[src/shared/uebm_pkg.sv]
package uebm_pkg;

  localparam int         EP_W        = 3;
  localparam int         CNT_W       = 8;
  localparam int         BPS_W       = 2;
  localparam logic       BUF_X       = 1'h0;
  localparam logic       BUF_Y       = 1'h1;
  localparam logic       TGL_INIT    = 1'h0;
  localparam logic [2:0] EP_CTRL     = 3'h0;
  localparam logic [1:0] BPS_1       = 2'h0;
  localparam logic [1:0] BPS_2       = 2'h1;
  localparam logic [1:0] BPS_3       = 2'h2;
  localparam logic [1:0] BPS_4       = 2'h3;
  localparam logic [7:0] DIV_3       = 8'h03;
  localparam logic [7:0] CNT_ZERO    = 8'h00;
  localparam logic [7:0] CNT_ONE     = 8'h01;
  localparam logic [7:0] SMP_MAX_DEF = 8'hC0;

  typedef enum logic [1:0]
  {
    RSP_DATA,
    RSP_NAK,
    RSP_STALL,
    RSP_ZLP
  } uebm_rsp_e;

  typedef enum logic [1:0]
  {
    ST_IDLE,
    ST_TX,
    ST_RX
  } uebm_st_e;

endpackage

[src/verilog/uebm_core.sv]
// How it works
// - Bulk in sent when not busy; on ACK flip toggle, set busy, interrupt.
// - In token on a busy bulk endpoint gets a NAK and no data.
// - In token on a stalled endpoint gets a STALL.
// - No handshake after bulk data leaves state alone for a resend.
// - Double-buffered bulk in reads X on toggle 0, Y on toggle 1.
// - Endpoints 1 to 7 each direction may be isochronous.
// - Isochronous endpoints always use separate X and Y buffers.
// - Four streaming channels serve isochronous endpoints not handled by firmware.
// - Iso out packet stores sample count and sets that buffer's busy flag.
// - Isochronous endpoints never raise the endpoint interrupt.
// - Iso out buffer overflow sets the endpoint overflow bit.
// - Out channel takes count of a busy buffer, clears flag, streams samples.
// - Out channel streams nothing when the buffer is not busy.
// - In channel fills buffer in frame; at frame end writes count, clears busy.
// - In channel overflow sets the endpoint overflow bit.
// - Iso in token sends stored samples when not busy, then sets busy.
// - Iso in token on a busy buffer sends a zero-length packet.
`timescale 1ns/100ps
`default_nettype none
module uebm_core #(
  parameter int         NEP     = 8,
  parameter int         NCH     = 4,
  parameter logic [7:0] SMP_MAX = uebm_pkg::SMP_MAX_DEF
) (
  input  wire logic                  clk,
  input  wire logic                  resetn,
  input  wire logic                  tok_valid,
  input  wire logic                  tok_in,
  input  wire logic [2:0]            tok_ep,
  input  wire logic                  tx_end,
  input  wire logic                  tx_ack,
  input  wire logic                  rx_done,
  input  wire logic [7:0]            rx_bytes,
  input  wire logic                  rx_ovf,
  input  wire logic                  frame_tick,
  input  wire logic                  frame_lsb,
  input  wire logic [NEP-1:0]        ep_en_in,
  input  wire logic [NEP-1:0]        ep_en_out,
  input  wire logic [NEP-1:0]        ep_iso_in,
  input  wire logic [NEP-1:0]        ep_iso_out,
  input  wire logic [NEP-1:0]        ep_dbl_in,
  input  wire logic [NEP-1:0]        ep_stall_in,
  input  wire logic [2*NEP-1:0]      ep_bps_in,
  input  wire logic [2*NEP-1:0]      ep_bps_out,
  input  wire logic                  mcu_wr,
  input  wire logic                  mcu_out,
  input  wire logic [2:0]            mcu_ep,
  input  wire logic                  mcu_y,
  input  wire logic                  mcu_busy,
  input  wire logic [7:0]            mcu_cnt,
  input  wire logic                  mcu_tgl_wr,
  input  wire logic                  mcu_tgl,
  input  wire logic                  mcu_ovf_clr,
  input  wire logic [NCH-1:0]        dma_en,
  input  wire logic [NCH-1:0]        dma_out_dir,
  input  wire logic [3*NCH-1:0]      dma_ep,
  input  wire logic [NCH-1:0]        aud_in_valid,
  input  wire logic [NCH-1:0]        aud_ready,
  output logic [NCH-1:0]             aud_out_valid_reg,
  output logic                       rsp_valid_reg,
  output uebm_pkg::uebm_rsp_e        rsp_code_reg,
  output logic                       rsp_buf_y_reg,
  output logic [7:0]                 rsp_count_reg,
  output logic [2*NEP-1:0]           in_busy_reg,
  output logic [2*NEP-1:0]           out_busy_reg,
  output logic [NEP-1:0]             in_tgl_reg,
  output logic [NEP-1:0]             in_ovf_reg,
  output logic [NEP-1:0]             out_ovf_reg,
  output logic [NEP-1:0]             ep_irq_reg,
  output logic                       frame_lsb_reg
);

  uebm_pkg::uebm_st_e st_reg;
  logic [2:0]         cur_ep_reg;
  logic               cur_y_reg;
  logic               cur_iso_reg;
  logic [7:0]         cnt_in_reg  [2*NEP];
  logic [7:0]         cnt_out_reg [2*NEP];
  logic [7:0]         rem_reg     [NCH];
  logic [7:0]         fill_reg    [NCH];
  logic [2*NEP-1:0]   in_set;
  logic [2*NEP-1:0]   in_clr;
  logic [2*NEP-1:0]   out_set;
  logic [2*NEP-1:0]   out_clr;
  logic [NCH-1:0]     dma_go_out;
  logic [NCH-1:0]     dma_act_in;
  logic               tx_fin;
  logic               rx_fin;
  logic               t_iso;
  logic               t_y;
  logic               t_busy;
  logic [NEP-1:0]     iso_in_ok;
  logic [NEP-1:0]     iso_out_ok;

  // Buffer slot index from endpoint and X/Y select
  function automatic int bidx(input logic [2:0] ep, input logic y);
    return int'({ep, y});
  endfunction

  // Samples to bytes
  function automatic logic [7:0] smp2byte(input logic [7:0] n, input logic [1:0] bps);
    logic [9:0] p;
    p = {2'h0, n} * ({8'h00, bps} + 10'h001);
    return p[7:0];
  endfunction

  // Bytes to samples
  function automatic logic [7:0] byte2smp(input logic [7:0] b, input logic [1:0] bps);
    logic [7:0] s;
    s = b;
    unique case (bps)
      uebm_pkg::BPS_1: s = b;
      uebm_pkg::BPS_2: s = b >> 1;
      uebm_pkg::BPS_3: s = b / uebm_pkg::DIV_3;
      uebm_pkg::BPS_4: s = b >> 2;
    endcase
    return s;
  endfunction

  function automatic logic [2:0] ch_ep(input logic [3*NCH-1:0] v, input int c);
    return v[c*uebm_pkg::EP_W +: uebm_pkg::EP_W];
  endfunction

  // Iso allowed only on endpoints 1..7
  always_comb
  begin
    iso_in_ok  = ep_iso_in;
    iso_out_ok = ep_iso_out;
    iso_in_ok[uebm_pkg::EP_CTRL]  = 1'b0;
    iso_out_ok[uebm_pkg::EP_CTRL] = 1'b0;
  end

  // Token decode; iso uses frame parity, double-buffered bulk uses toggle, other bulk uses X
  always_comb
  begin
    t_iso = iso_in_ok[tok_ep];
    if (t_iso)
      t_y = frame_lsb_reg;
    else if (ep_dbl_in[tok_ep])
      t_y = in_tgl_reg[tok_ep];
    else
      t_y = uebm_pkg::BUF_X;
    t_busy = in_busy_reg[bidx(tok_ep, t_y)];
  end

  assign tx_fin = (st_reg == uebm_pkg::ST_TX) && tx_end;
  assign rx_fin = (st_reg == uebm_pkg::ST_RX) && rx_done;

  // Frame parity
  always_ff @(posedge clk or negedge resetn)
  begin
    if (!resetn)
      frame_lsb_reg <= uebm_pkg::BUF_X;
    else if (frame_tick)
      frame_lsb_reg <= frame_lsb;
  end

  // Transaction sequencer and reply
  always_ff @(posedge clk or negedge resetn)
  begin
    if (!resetn)
    begin
      st_reg        <= uebm_pkg::ST_IDLE;
      cur_ep_reg    <= uebm_pkg::EP_CTRL;
      cur_y_reg     <= uebm_pkg::BUF_X;
      cur_iso_reg   <= 1'b0;
      rsp_valid_reg <= 1'b0;
      rsp_code_reg  <= uebm_pkg::RSP_NAK;
      rsp_buf_y_reg <= uebm_pkg::BUF_X;
      rsp_count_reg <= uebm_pkg::CNT_ZERO;
    end
    else
    begin
      rsp_valid_reg <= 1'b0;
      unique case (st_reg)
        uebm_pkg::ST_IDLE:
          if (tok_valid && tok_in && ep_en_in[tok_ep])
          begin
            rsp_valid_reg <= 1'b1;
            rsp_buf_y_reg <= t_y;
            cur_ep_reg    <= tok_ep;
            cur_y_reg     <= t_y;
            cur_iso_reg   <= t_iso;
            rsp_count_reg <= uebm_pkg::CNT_ZERO;
            if (ep_stall_in[tok_ep])
              rsp_code_reg <= uebm_pkg::RSP_STALL;
            else if (t_busy && t_iso)
              rsp_code_reg <= uebm_pkg::RSP_ZLP;
            else if (t_busy)
              rsp_code_reg <= uebm_pkg::RSP_NAK;
            else
            begin
              rsp_code_reg  <= uebm_pkg::RSP_DATA;
              rsp_count_reg <= t_iso ? smp2byte(cnt_in_reg[bidx(tok_ep, t_y)], ep_bps_in[tok_ep*2 +: 2])
                                     : cnt_in_reg[bidx(tok_ep, t_y)];
              st_reg        <= uebm_pkg::ST_TX;
            end
          end
          else if (tok_valid && !tok_in && ep_en_out[tok_ep] && iso_out_ok[tok_ep])
          begin
            cur_ep_reg  <= tok_ep;
            cur_y_reg   <= frame_lsb_reg;
            cur_iso_reg <= 1'b1;
            st_reg      <= uebm_pkg::ST_RX;
          end
        uebm_pkg::ST_TX:
          if (tx_end)
            st_reg <= uebm_pkg::ST_IDLE;
        uebm_pkg::ST_RX:
          if (rx_done)
            st_reg <= uebm_pkg::ST_IDLE;
        default:
          st_reg <= uebm_pkg::ST_IDLE;
      endcase
    end
  end

  // Set and clear requests for busy flags
  always_comb
  begin
    in_set     = '0;
    in_clr     = '0;
    out_set    = '0;
    out_clr    = '0;
    dma_go_out = '0;
    dma_act_in = '0;
    if (mcu_wr && mcu_out && mcu_busy)
      out_set[bidx(mcu_ep, mcu_y)] = 1'b1;
    if (mcu_wr && mcu_out && !mcu_busy)
      out_clr[bidx(mcu_ep, mcu_y)] = 1'b1;
    if (mcu_wr && !mcu_out && mcu_busy)
      in_set[bidx(mcu_ep, mcu_y)] = 1'b1;
    if (mcu_wr && !mcu_out && !mcu_busy)
      in_clr[bidx(mcu_ep, mcu_y)] = 1'b1;
    if (tx_fin && (cur_iso_reg || tx_ack))
      in_set[bidx(cur_ep_reg, cur_y_reg)] = 1'b1;
    if (rx_fin)
      out_set[bidx(cur_ep_reg, cur_y_reg)] = 1'b1;
    for (int c = 0; c < NCH; c++)
    begin
      dma_act_in[c] = dma_en[c] && !dma_out_dir[c] && iso_in_ok[ch_ep(dma_ep, c)];
      dma_go_out[c] = frame_tick && dma_en[c] && dma_out_dir[c] && iso_out_ok[ch_ep(dma_ep, c)]
                      && out_busy_reg[bidx(ch_ep(dma_ep, c), frame_lsb_reg)];
      if (dma_go_out[c])
        out_clr[bidx(ch_ep(dma_ep, c), frame_lsb_reg)] = 1'b1;
      if (frame_tick && dma_act_in[c])
        in_clr[bidx(ch_ep(dma_ep, c), ~frame_lsb_reg)] = 1'b1;
    end
  end

  // Busy flags, set wins over clear
  always_ff @(posedge clk or negedge resetn)
  begin
    if (!resetn)
    begin
      in_busy_reg  <= '1;
      out_busy_reg <= '0;
    end
    else
    begin
      in_busy_reg  <= (in_busy_reg & ~in_clr) | in_set;
      out_busy_reg <= (out_busy_reg & ~out_clr) | out_set;
    end
  end

  // In data counts from firmware or in channels
  always_ff @(posedge clk or negedge resetn)
  begin
    if (!resetn)
    begin
      for (int i = 0; i < 2*NEP; i++)
        cnt_in_reg[i] <= uebm_pkg::CNT_ZERO;
    end
    else
    begin
      if (mcu_wr && !mcu_out)
        cnt_in_reg[bidx(mcu_ep, mcu_y)] <= mcu_cnt;
      for (int c = 0; c < NCH; c++)
        if (frame_tick && dma_act_in[c])
          cnt_in_reg[bidx(ch_ep(dma_ep, c), ~frame_lsb_reg)] <= fill_reg[c];
    end
  end

  // Out sample counts from received packets
  always_ff @(posedge clk or negedge resetn)
  begin
    if (!resetn)
    begin
      for (int i = 0; i < 2*NEP; i++)
        cnt_out_reg[i] <= uebm_pkg::CNT_ZERO;
    end
    else if (rx_fin)
      cnt_out_reg[bidx(cur_ep_reg, cur_y_reg)] <= byte2smp(rx_bytes, ep_bps_out[cur_ep_reg*2 +: 2]);
  end

  // Toggle bits
  always_ff @(posedge clk or negedge resetn)
  begin
    if (!resetn)
      in_tgl_reg <= {NEP{uebm_pkg::TGL_INIT}};
    else
    begin
      if (mcu_tgl_wr)
        in_tgl_reg[mcu_ep] <= mcu_tgl;
      if (tx_fin && !cur_iso_reg && tx_ack)
        in_tgl_reg[cur_ep_reg] <= ~in_tgl_reg[cur_ep_reg];
    end
  end

  // Endpoint interrupt pulse, bulk only
  always_ff @(posedge clk or negedge resetn)
  begin
    if (!resetn)
      ep_irq_reg <= '0;
    else
    begin
      ep_irq_reg <= '0;
      if (tx_fin && !cur_iso_reg && tx_ack)
        ep_irq_reg[cur_ep_reg] <= 1'b1;
    end
  end

  // Overflow bits, set wins over clear
  always_ff @(posedge clk or negedge resetn)
  begin
    if (!resetn)
    begin
      in_ovf_reg  <= '0;
      out_ovf_reg <= '0;
    end
    else
    begin
      if (mcu_ovf_clr && mcu_out)
        out_ovf_reg[mcu_ep] <= 1'b0;
      if (mcu_ovf_clr && !mcu_out)
        in_ovf_reg[mcu_ep] <= 1'b0;
      if (rx_fin && rx_ovf)
        out_ovf_reg[cur_ep_reg] <= 1'b1;
      for (int c = 0; c < NCH; c++)
        if (dma_act_in[c] && aud_in_valid[c] && fill_reg[c] == SMP_MAX)
          in_ovf_reg[ch_ep(dma_ep, c)] <= 1'b1;
    end
  end

  // Streaming channels
  always_ff @(posedge clk or negedge resetn)
  begin
    if (!resetn)
    begin
      aud_out_valid_reg <= '0;
      for (int c = 0; c < NCH; c++)
      begin
        rem_reg[c]  <= uebm_pkg::CNT_ZERO;
        fill_reg[c] <= uebm_pkg::CNT_ZERO;
      end
    end
    else
    begin
      for (int c = 0; c < NCH; c++)
      begin
        aud_out_valid_reg[c] <= 1'b0;
        if (dma_go_out[c])
          rem_reg[c] <= cnt_out_reg[bidx(ch_ep(dma_ep, c), frame_lsb_reg)];
        else if (rem_reg[c] != uebm_pkg::CNT_ZERO && aud_ready[c])
        begin
          aud_out_valid_reg[c] <= 1'b1;
          rem_reg[c]           <= rem_reg[c] - uebm_pkg::CNT_ONE;
        end
        if (frame_tick && dma_act_in[c])
          fill_reg[c] <= uebm_pkg::CNT_ZERO;
        else if (dma_act_in[c] && aud_in_valid[c] && fill_reg[c] != SMP_MAX)
          fill_reg[c] <= fill_reg[c] + uebm_pkg::CNT_ONE;
      end
    end
  end

  logic idle_tok;
  assign idle_tok = (st_reg == uebm_pkg::ST_IDLE) && tok_valid && tok_in && ep_en_in[tok_ep];
endmodule
`default_nettype wire

[config.mk]
export PLATFORM = sky130hd
export DESIGN_NAME = uebm_core
export DESIGN_NICKNAME = d
export VERILOG_FILES = /design/src/shared/uebm_pkg.sv /design/src/verilog/uebm_core.sv
export SDC_FILE = /design/constraint.sdc
export NUM_CORES = 2
export LEC_CHECK = 0
export BUFFER_PORTS_ARGS = -buffer_cell sky130_fd_sc_hd__buf_2
export CORE_UTILIZATION = 50
export DETAILED_ROUTE_END_ITERATION = 10
export PLACE_DENSITY = 0.73
export SYNTH_ARGS = -nofsm -noshare
export SYNTH_HDL_FRONTEND = slang
export SYNTH_SLANG_ARGS = --single-unit
[constraint.sdc]
create_clock -name clk -period 4.35 [get_ports clk]
set_input_delay 0.2175 -clock clk [delete_from_list [all_inputs] [get_ports clk]]
set_output_delay 0.2175 -clock clk [all_outputs]
set_load 0.01 [all_outputs]
=== Yosys cells after proc, flatten, opt, wreduce, memory -nomap -nowiden ===
Cells that the tools add are included.

* Multiply operators: 1
* Multiplexer cells: 189
* Shift operators: 2
* Bitwise gates (word level): 37
* Equality and inequality tests: 19
* Div/mod/pow operators: 1
* $add $sub $neg: 9
* $lt $le $gt $ge: 51
* Reduce and logical (&&, ||, !) cells: 113

{| class="wikitable"
|+ Operators by type and width
! operator !! count
|-
| bitwise mux 128 bit || 6
|-
| 2-to-1 mux 128 bit || 5
|-
| 2-to-1 mux 8 bit || 47
|-
| greater-or-equal comparator 32 x 5 -> 1 bit, second input constant || 11
|-
| inverter 4 -> 32 bit || 11
|-
| 2-to-1 mux 16 bit || 14
|-
| demux 8 bit (select 4 bit) || 6
|-
| < comparator 32 x 1 -> 1 bit, second input constant || 6
|-
| OR 16 bit || 12
|-
| binary-select mux 8 bit (select 4 bit) || 5
|-
| logical AND 1 bit || 86
|-
| < comparator 4 x 5 -> 1 bit, second input constant || 11
|-
| 2-to-1 mux 1 bit || 54
|-
| binary-select mux 1 bit (select 3 bit) || 16
|-
| demux 1 bit (select 4 bit) || 10
|-
| greater-or-equal comparator 4 x 1 -> 1 bit, second input constant || 10
|-
| OR 8 bit || 5
|-
| adder 8 x 1 -> 8 bit, second input constant || 4
|-
| AND 16 bit || 2
|-
| equality test 8 bit, second input constant || 4
|-
| != test 8 bit, second input constant || 4
|-
| inverter 16 bit || 2
|-
| one-hot mux 8 bit (4 select lines) || 1
|-
| nonzero test 8 bit || 4
|-
| 26 further kinds || 86
|}

* Input bits: 147
* Flip-flop bits (word level): 408

=== Depth between registers and ports, before layout ===
* Depth in word-level cells: 16
* Mapped depth: 23
* Mapped depth without buffers: 19

=== Worst setup path before layout ===
Ideal clock, no wire load.

* Kind: in2reg
* Start: input tok_ep[0]
* End: register rsp_count_reg[7]
* Arrival time: 5.107 ns
* Cell stages on the path: 22
* Data required time: 4.249 ns
* Setup slack: -0.858 ns
* Path through: buf_4 buf_6 buf_6 buf_4 buf_4 buf_2 buf_2 mux4_2 mux2_2 ha_1 nand2_1 fa_1 inv_1 ha_1 a21o_1 a21oi_1 o21bai_1 a21oi_1 xnor2_1 xnor2_1 xor3_1 o311ai_2

* Longest elaborated chain between the ends: 13
* Elaborated cells on any way between the ends: 28
* Classes of those cells: 1 x add/sub; 1 x mul; 1 x shift; 21 x mux; 1 x bitwise; 3 x reduce/logical

{| class="wikitable"
|+ Ends and longest elaborated chain
! item !! line !! text
|-
| from (decl) || uebm_core.sv:30 || <nowiki>input wire logic [2:0] tok_ep,</nowiki>
|-
| binary-select mux 1 bit (select 3 bit), on equally long branches || uebm_core.sv:141, uebm_core.sv:140 ||
|-
| 2-to-1 mux 1 bit, on equally long branches || uebm_core.sv:141, uebm_core.sv:140 ||
|-
| 2-to-1 mux 1 bit || uebm_core.sv:140 || <nowiki>else if (ep_dbl_in[tok_ep])</nowiki>
|-
| 2-to-1 mux 1 bit || uebm_core.sv:138 || <nowiki>if (t_iso)</nowiki>
|-
| inverter 4 -> 32 bit (implied by the code) || uebm_core.sv:195, uebm_core.sv:196 ||
|-
| binary-select mux 8 bit (select 4 bit) || uebm_core.sv:195, uebm_core.sv:196 ||
|-
| 2-to-1 mux 8 bit (implied by the code) (2 in series) || uebm_core.sv:195, uebm_core.sv:196 ||
|-
| multiplier 8 x 3 -> 8 bit || uebm_core.sv:104 || <nowiki>p = {2'h0, n} * ({8'h00, bps} + 10'h001);</nowiki>
|-
| 2-to-1 mux 8 bit || uebm_core.sv:195 || <nowiki>rsp_count_reg <= t_iso ? smp2byte(cnt_in_reg[bidx(tok_ep, t_y)], ep_bps_in[tok_ep*2 +: 2])</nowiki>
|-
| 2-to-1 mux 8 bit || uebm_core.sv:190 || <nowiki>else if (t_busy)</nowiki>
|-
| 2-to-1 mux 8 bit || uebm_core.sv:188 || <nowiki>else if (t_busy && t_iso)</nowiki>
|-
| 2-to-1 mux 8 bit || uebm_core.sv:186 || <nowiki>if (ep_stall_in[tok_ep])</nowiki>
|-
| to (signal assigned) || uebm_core.sv:171 || <nowiki>rsp_count_reg <= uebm_pkg::CNT_ZERO;</nowiki>
|-
| to (signal assigned) || uebm_core.sv:185 || <nowiki>rsp_count_reg <= uebm_pkg::CNT_ZERO;</nowiki>
|-
| to (signal assigned) || uebm_core.sv:195 ||
|-
| to (decl) || uebm_core.sv:64 || <nowiki>output logic [7:0] rsp_count_reg,</nowiki>
|}

Parallel ways exist; a longest one is shown, timed or not. The select of a mux whose other input is x is not followed.
A chain may end at the register's enable or synchronous reset.

=== Worst setup path after layout ===
* Start: register in_tgl_reg[7]
* End: register rsp_count_reg[7]

* Longest elaborated chain between the ends: 13
* Elaborated cells on any way between the ends: 16
* Classes of those cells: 1 x mul; 13 x mux; 1 x bitwise; 1 x reduce/logical

{| class="wikitable"
|+ Ends and longest elaborated chain
! item !! line !! text
|-
| from (decl) || uebm_core.sv:67 || <nowiki>output logic [NEP-1:0] in_tgl_reg,</nowiki>
|-
| from (signal assigned) || uebm_core.sv:301 || <nowiki>in_tgl_reg <= {NEP{uebm_pkg::TGL_INIT}};</nowiki>
|-
| from (signal, indexed assignment) || uebm_core.sv:305 || <nowiki>in_tgl_reg[mcu_ep] <= mcu_tgl;</nowiki>
|-
| from (signal, indexed assignment) || uebm_core.sv:307 || <nowiki>in_tgl_reg[cur_ep_reg] <= ~in_tgl_reg[cur_ep_reg];</nowiki>
|-
| binary-select mux 1 bit (select 3 bit) (*) || uebm_core.sv:141 || <nowiki>t_y = in_tgl_reg[tok_ep];</nowiki>
|-
| 2-to-1 mux 1 bit (implied by the code) (*) || uebm_core.sv:141 ||
|-
| 2-to-1 mux 1 bit (*) || uebm_core.sv:140 ||
|-
| 2-to-1 mux 1 bit (*) || uebm_core.sv:138 ||
|-
| inverter 4 -> 32 bit (implied by the code) || uebm_core.sv:195, uebm_core.sv:196 ||
|-
| binary-select mux 8 bit (select 4 bit) || uebm_core.sv:195, uebm_core.sv:196 ||
|-
| 2-to-1 mux 8 bit (implied by the code) (2 in series) || uebm_core.sv:195, uebm_core.sv:196 ||
|-
| multiplier 8 x 3 -> 8 bit || uebm_core.sv:104 ||
|-
| 2-to-1 mux 8 bit || uebm_core.sv:195 ||
|-
| 2-to-1 mux 8 bit || uebm_core.sv:190 ||
|-
| 2-to-1 mux 8 bit (*) || uebm_core.sv:188 ||
|-
| 2-to-1 mux 8 bit (*) || uebm_core.sv:186 ||
|}

Every way passes the cells marked *; elsewhere a longest branch is shown, timed or not. The select of a mux whose other input is x is not followed.

==> summary.md <==
| Metric | Value |
|---|---|
| VDD IR max | 0.4704 mV |
| Starting density of the core | 50.89% |
| Setup ws final | 251.0 ps |
| Final min period | 4099 ps |
| Primary FF master, synth | dfrtp_1 |
| Num Clock Sinks | 408 |
| Power density over the cells | 510.4 nW/µm² |
| Die X | 242.3 µm |
| Clk Tree Root Cell | clkbuf_16 |
| Gpl congestion | 1.069 |
| GR Overflow Total | 0 |
| RSZ-0062 raised after global routing | no |
| Routed wire length per instance | 27.31 µm |
| Synthesis Warnings | 0 |
| Number of core rows | 87 |
| Setup Crit Path Kind | flop to flop |
| DRT antenna net count | 0 |
| Post-synth EDFFs | 0 |
| Max FO, Critical Path | 18 |
| Req. time, crit path | 4870 ps |
| Core area | 56710 µm² |
| Worst slack at placement | -258.7 ps |
| Vias | 28830 |
| CTS tree | yes |
| Final nets | 3711 |
| Clock-pin slew on the worst setup and hold paths | 60 ps |
| I/O pins | 228 |
| Net Count, Synth | 3549 |
| Syn-to-layout area delta | 14.00% |
| Sequential share of the synthesized area | 35.45% |
| Internal power | 10210 µW |
| Final period util | 94.23% |
| Max Fclk | 244.0 MHz |
| Max Clock Skew | 31.82 ps |
| Routed wire length | 118.3 mm |
| Maxcap violations | 0 |
| Share of post-route cells with drive strength above 1 | 19.76% |
| # DRC | 0 |
| Worst min path class | input port to flop |
| Net switching power figure | 6582 µW |
| Run status | finished clean |
| Die ar. | 58690 µm² |
| IO buf count | 224 |
| Initial antenna violation count | 7 |
| Largest net degree at the start of global routing | 117 |
| Initial drt markers | 4166 |
| Via/cell ratio | 6.655 |
| Switching share of power | 39.19% |
| CTS buffer count | 46 |
| CP Capture Type | flop |
| Max_slew headroom | 13.02% |
| Lkg Pwr | 0.01493 µW |
| Die Ht | 242.3 µm |
| Worst Path Arrival | 4620 ps |
| Vias in the first global route | 26570 |
| Hold Vio Cnt, Final | 0 |
| Ys async rst share | 100.0% |
| Unique masters post-synth | 94 |
| Mean Syn Cell Area | 8.556 µm² |
| Syn Std Cell Area | 28860 µm² |
| Logic pwr share | 36.4% |
| Layout Cells excl Fill | 4332 |
| Placed instance count | 4238 |
| Tot GR Track Use | 39.60% |
| Post-synthesis instance total | 3373 |
| Crit path launch type | flop |
| Skew-Pair Late Insertion Delay | 620 ps |
| Worst-Margin Slew | 1300 ps |
| Setup violators final | 0 |
| Max-slew violations | 0 |
| First-pass GRT wire length | 174.7 mm |
| Clock power share | 25.1% |
| #FFs+latches synth | 408 |
| HPWL reported at the end of detailed placement | 84.99 mm |
| Hold Slack | 10.96 ps |
| Seq pwr share | 38.5% |
| Initial DRT Pass Iterations | 9 |
| CTS Buffer Depth | 3 |
| Tot Pwr | 16790 µW |
| H-tree depth | 2 |
worst paths after layout:
kind	startpoint	to	slack, ps	cells past startpoint
max in group asynchronous	resetn	cnt_out_reg[124]	2950	3
max	in_tgl_reg[7]	rsp_count_reg[7]	250	20
min in group asynchronous	resetn	ep_irq_reg[2]	180	2
min reg2reg	rsp_count_reg[4]	rsp_count_reg[4]	470	2
min	aud_ready[1]	aud_out_valid_reg[1]	10	3
max reg2reg	in_tgl_reg[7]	rsp_count_reg[7]	250	20
stage by stage:
| step | setup TNS (ps) | area [µm²] | util, % |
|---|---|---|---|
| global placement | -153.2 | 31190 | 54.99 |
| finish | 0 | 32900 | 58.01 |
| CTS | 0 | 32860 | 57.93 |
| global route | 0 | 32890 | 58.00 |
| detailed placement | -325.7 | 31190 | 54.99 |
| floorplan | -65.40 | 28930 | - |
power groups by stage:
stage	logic [µW]	clock network, µW	registers [µW]
floorplan	4160	0	5750
global placement	5870	0	6400
detailed placement	5960	0	6410
CTS	5990	4240	6370
global route	6650	4380	6540
finish	6110	4220	6470
cell type report:
type | instances | area (µm²)
Antenna cell | 4 | 10.01
Sequential cell | 408 | 10230
Clock inverter | 14 | 271.5
Tap cell | 756 | 945.9
Inverter | 56 | 211.5
Multi-Input combinational cell | 2606 | 17230
Clock buffer | 71 | 1345
Fill cell | 5087 | 23810
Timing Repair Buffer | 417 | 2658
per-layer routing:
layer | track usage (%) | vias up | part of all wire, %
li1 | - | 12530 | -
met1 | 50.65 | 13660 | 37
met2 | 59.89 | 2096 | 43
met3 | 9.017 | 543 | 12
met4 | 26.75 | 4 | 8.2
met5 | 0 | - | 0.047
kinds of logic (layout without fill, tap and decap cells):
logic type / Yosys count / in the layout / synth area share (%)
flops: 408 / 408 / 35.45
xor+xnor: 64 / 64 / 1.994
simple gates: 1159 / 1159 / 17.71
other cells: 0 / 4 / 0
mux: 396 / 396 / 17.32
buf+inv: 359 / 558 / 5.133
fa+ha+maj: 30 / 30 / 1.448
compound gates: 957 / 957 / 20.94
cells in the final DEF, fill, tap and decap left out, types with 22 or more instances in the layout:
master	n
ha_1	22
a211oi_1	115
nor2b_1	22
o221ai_1	31
xor2_1	27
buf_2	222
o21ai_0	317
clkbuf_16	46
xnor2_1	36
a21oi_1	214
buf_4	184
a21o_1	41
mux4_2	74
o22ai_1	28
nand3_1	86
nor3_1	26
mux2_2	82
nand2_1	452
nor2_1	392
and3_1	23
mux2i_1	238
inv_1	52
and2_1	26
o211ai_1	42
dfrtp_1	390
synthesized netlist by cell type, drive strengths merged (17+ instances only):
cell type / instances / area share (%)
a211o: 18 / 0.55
a211oi: 115 / 3.0
a21o: 41 / 1.1
a21oi: 216 / 3.8
a221oi: 23 / 0.78
a22oi: 25 / 0.67
a31oi: 23 / 0.57
and2: 31 / 0.67
and3: 23 / 0.50
buf: 90 / 1.6
clkbuf: 213 / 2.8
dfrtp: 391 / 34
dfstp: 17 / 1.5
ha: 23 / 1.0
inv: 53 / 0.69
mux2: 84 / 3.3
mux2i: 238 / 8.3
mux4: 74 / 5.8
nand2: 454 / 5.9
nand3: 87 / 1.5
nor2: 393 / 5.1
nor2b: 23 / 0.51
nor3: 29 / 0.54
nor4: 18 / 0.41
o211ai: 42 / 1.1
o21ai: 321 / 5.6
o221ai: 31 / 0.94
o22ai: 28 / 0.61
xnor2: 36 / 1.1
xor2: 27 / 0.82
critical path, stage by stage, from the launching register on:
cell and delay (ps):
dfrtp_1 430, nand3_1 100, o211a_1 200, a31oi_4 50, a31oi_4 230, buf_12 190, mux4_2 320, a22oi_2 200
nand2_1 140, nand2_2 100, fa_1 430, inv_2 70, ha_1 220, a21o_1 170, a21oi_2 140, o21bai_1 80
a21oi_1 150, xnor2_1 150, xnor2_1 150, xor3_1 250, o311ai_2 210
what timing repair did:
item                                   in CTS  in global routing
setup buffers                               0                  0
hold buffers                                5                  0
setup endpoints to repair                   0                  1
resized for setup                           0                  8
endpoints found under the hold margin      93                  0
Note: power is estimated with default switching activity, not from simulation.
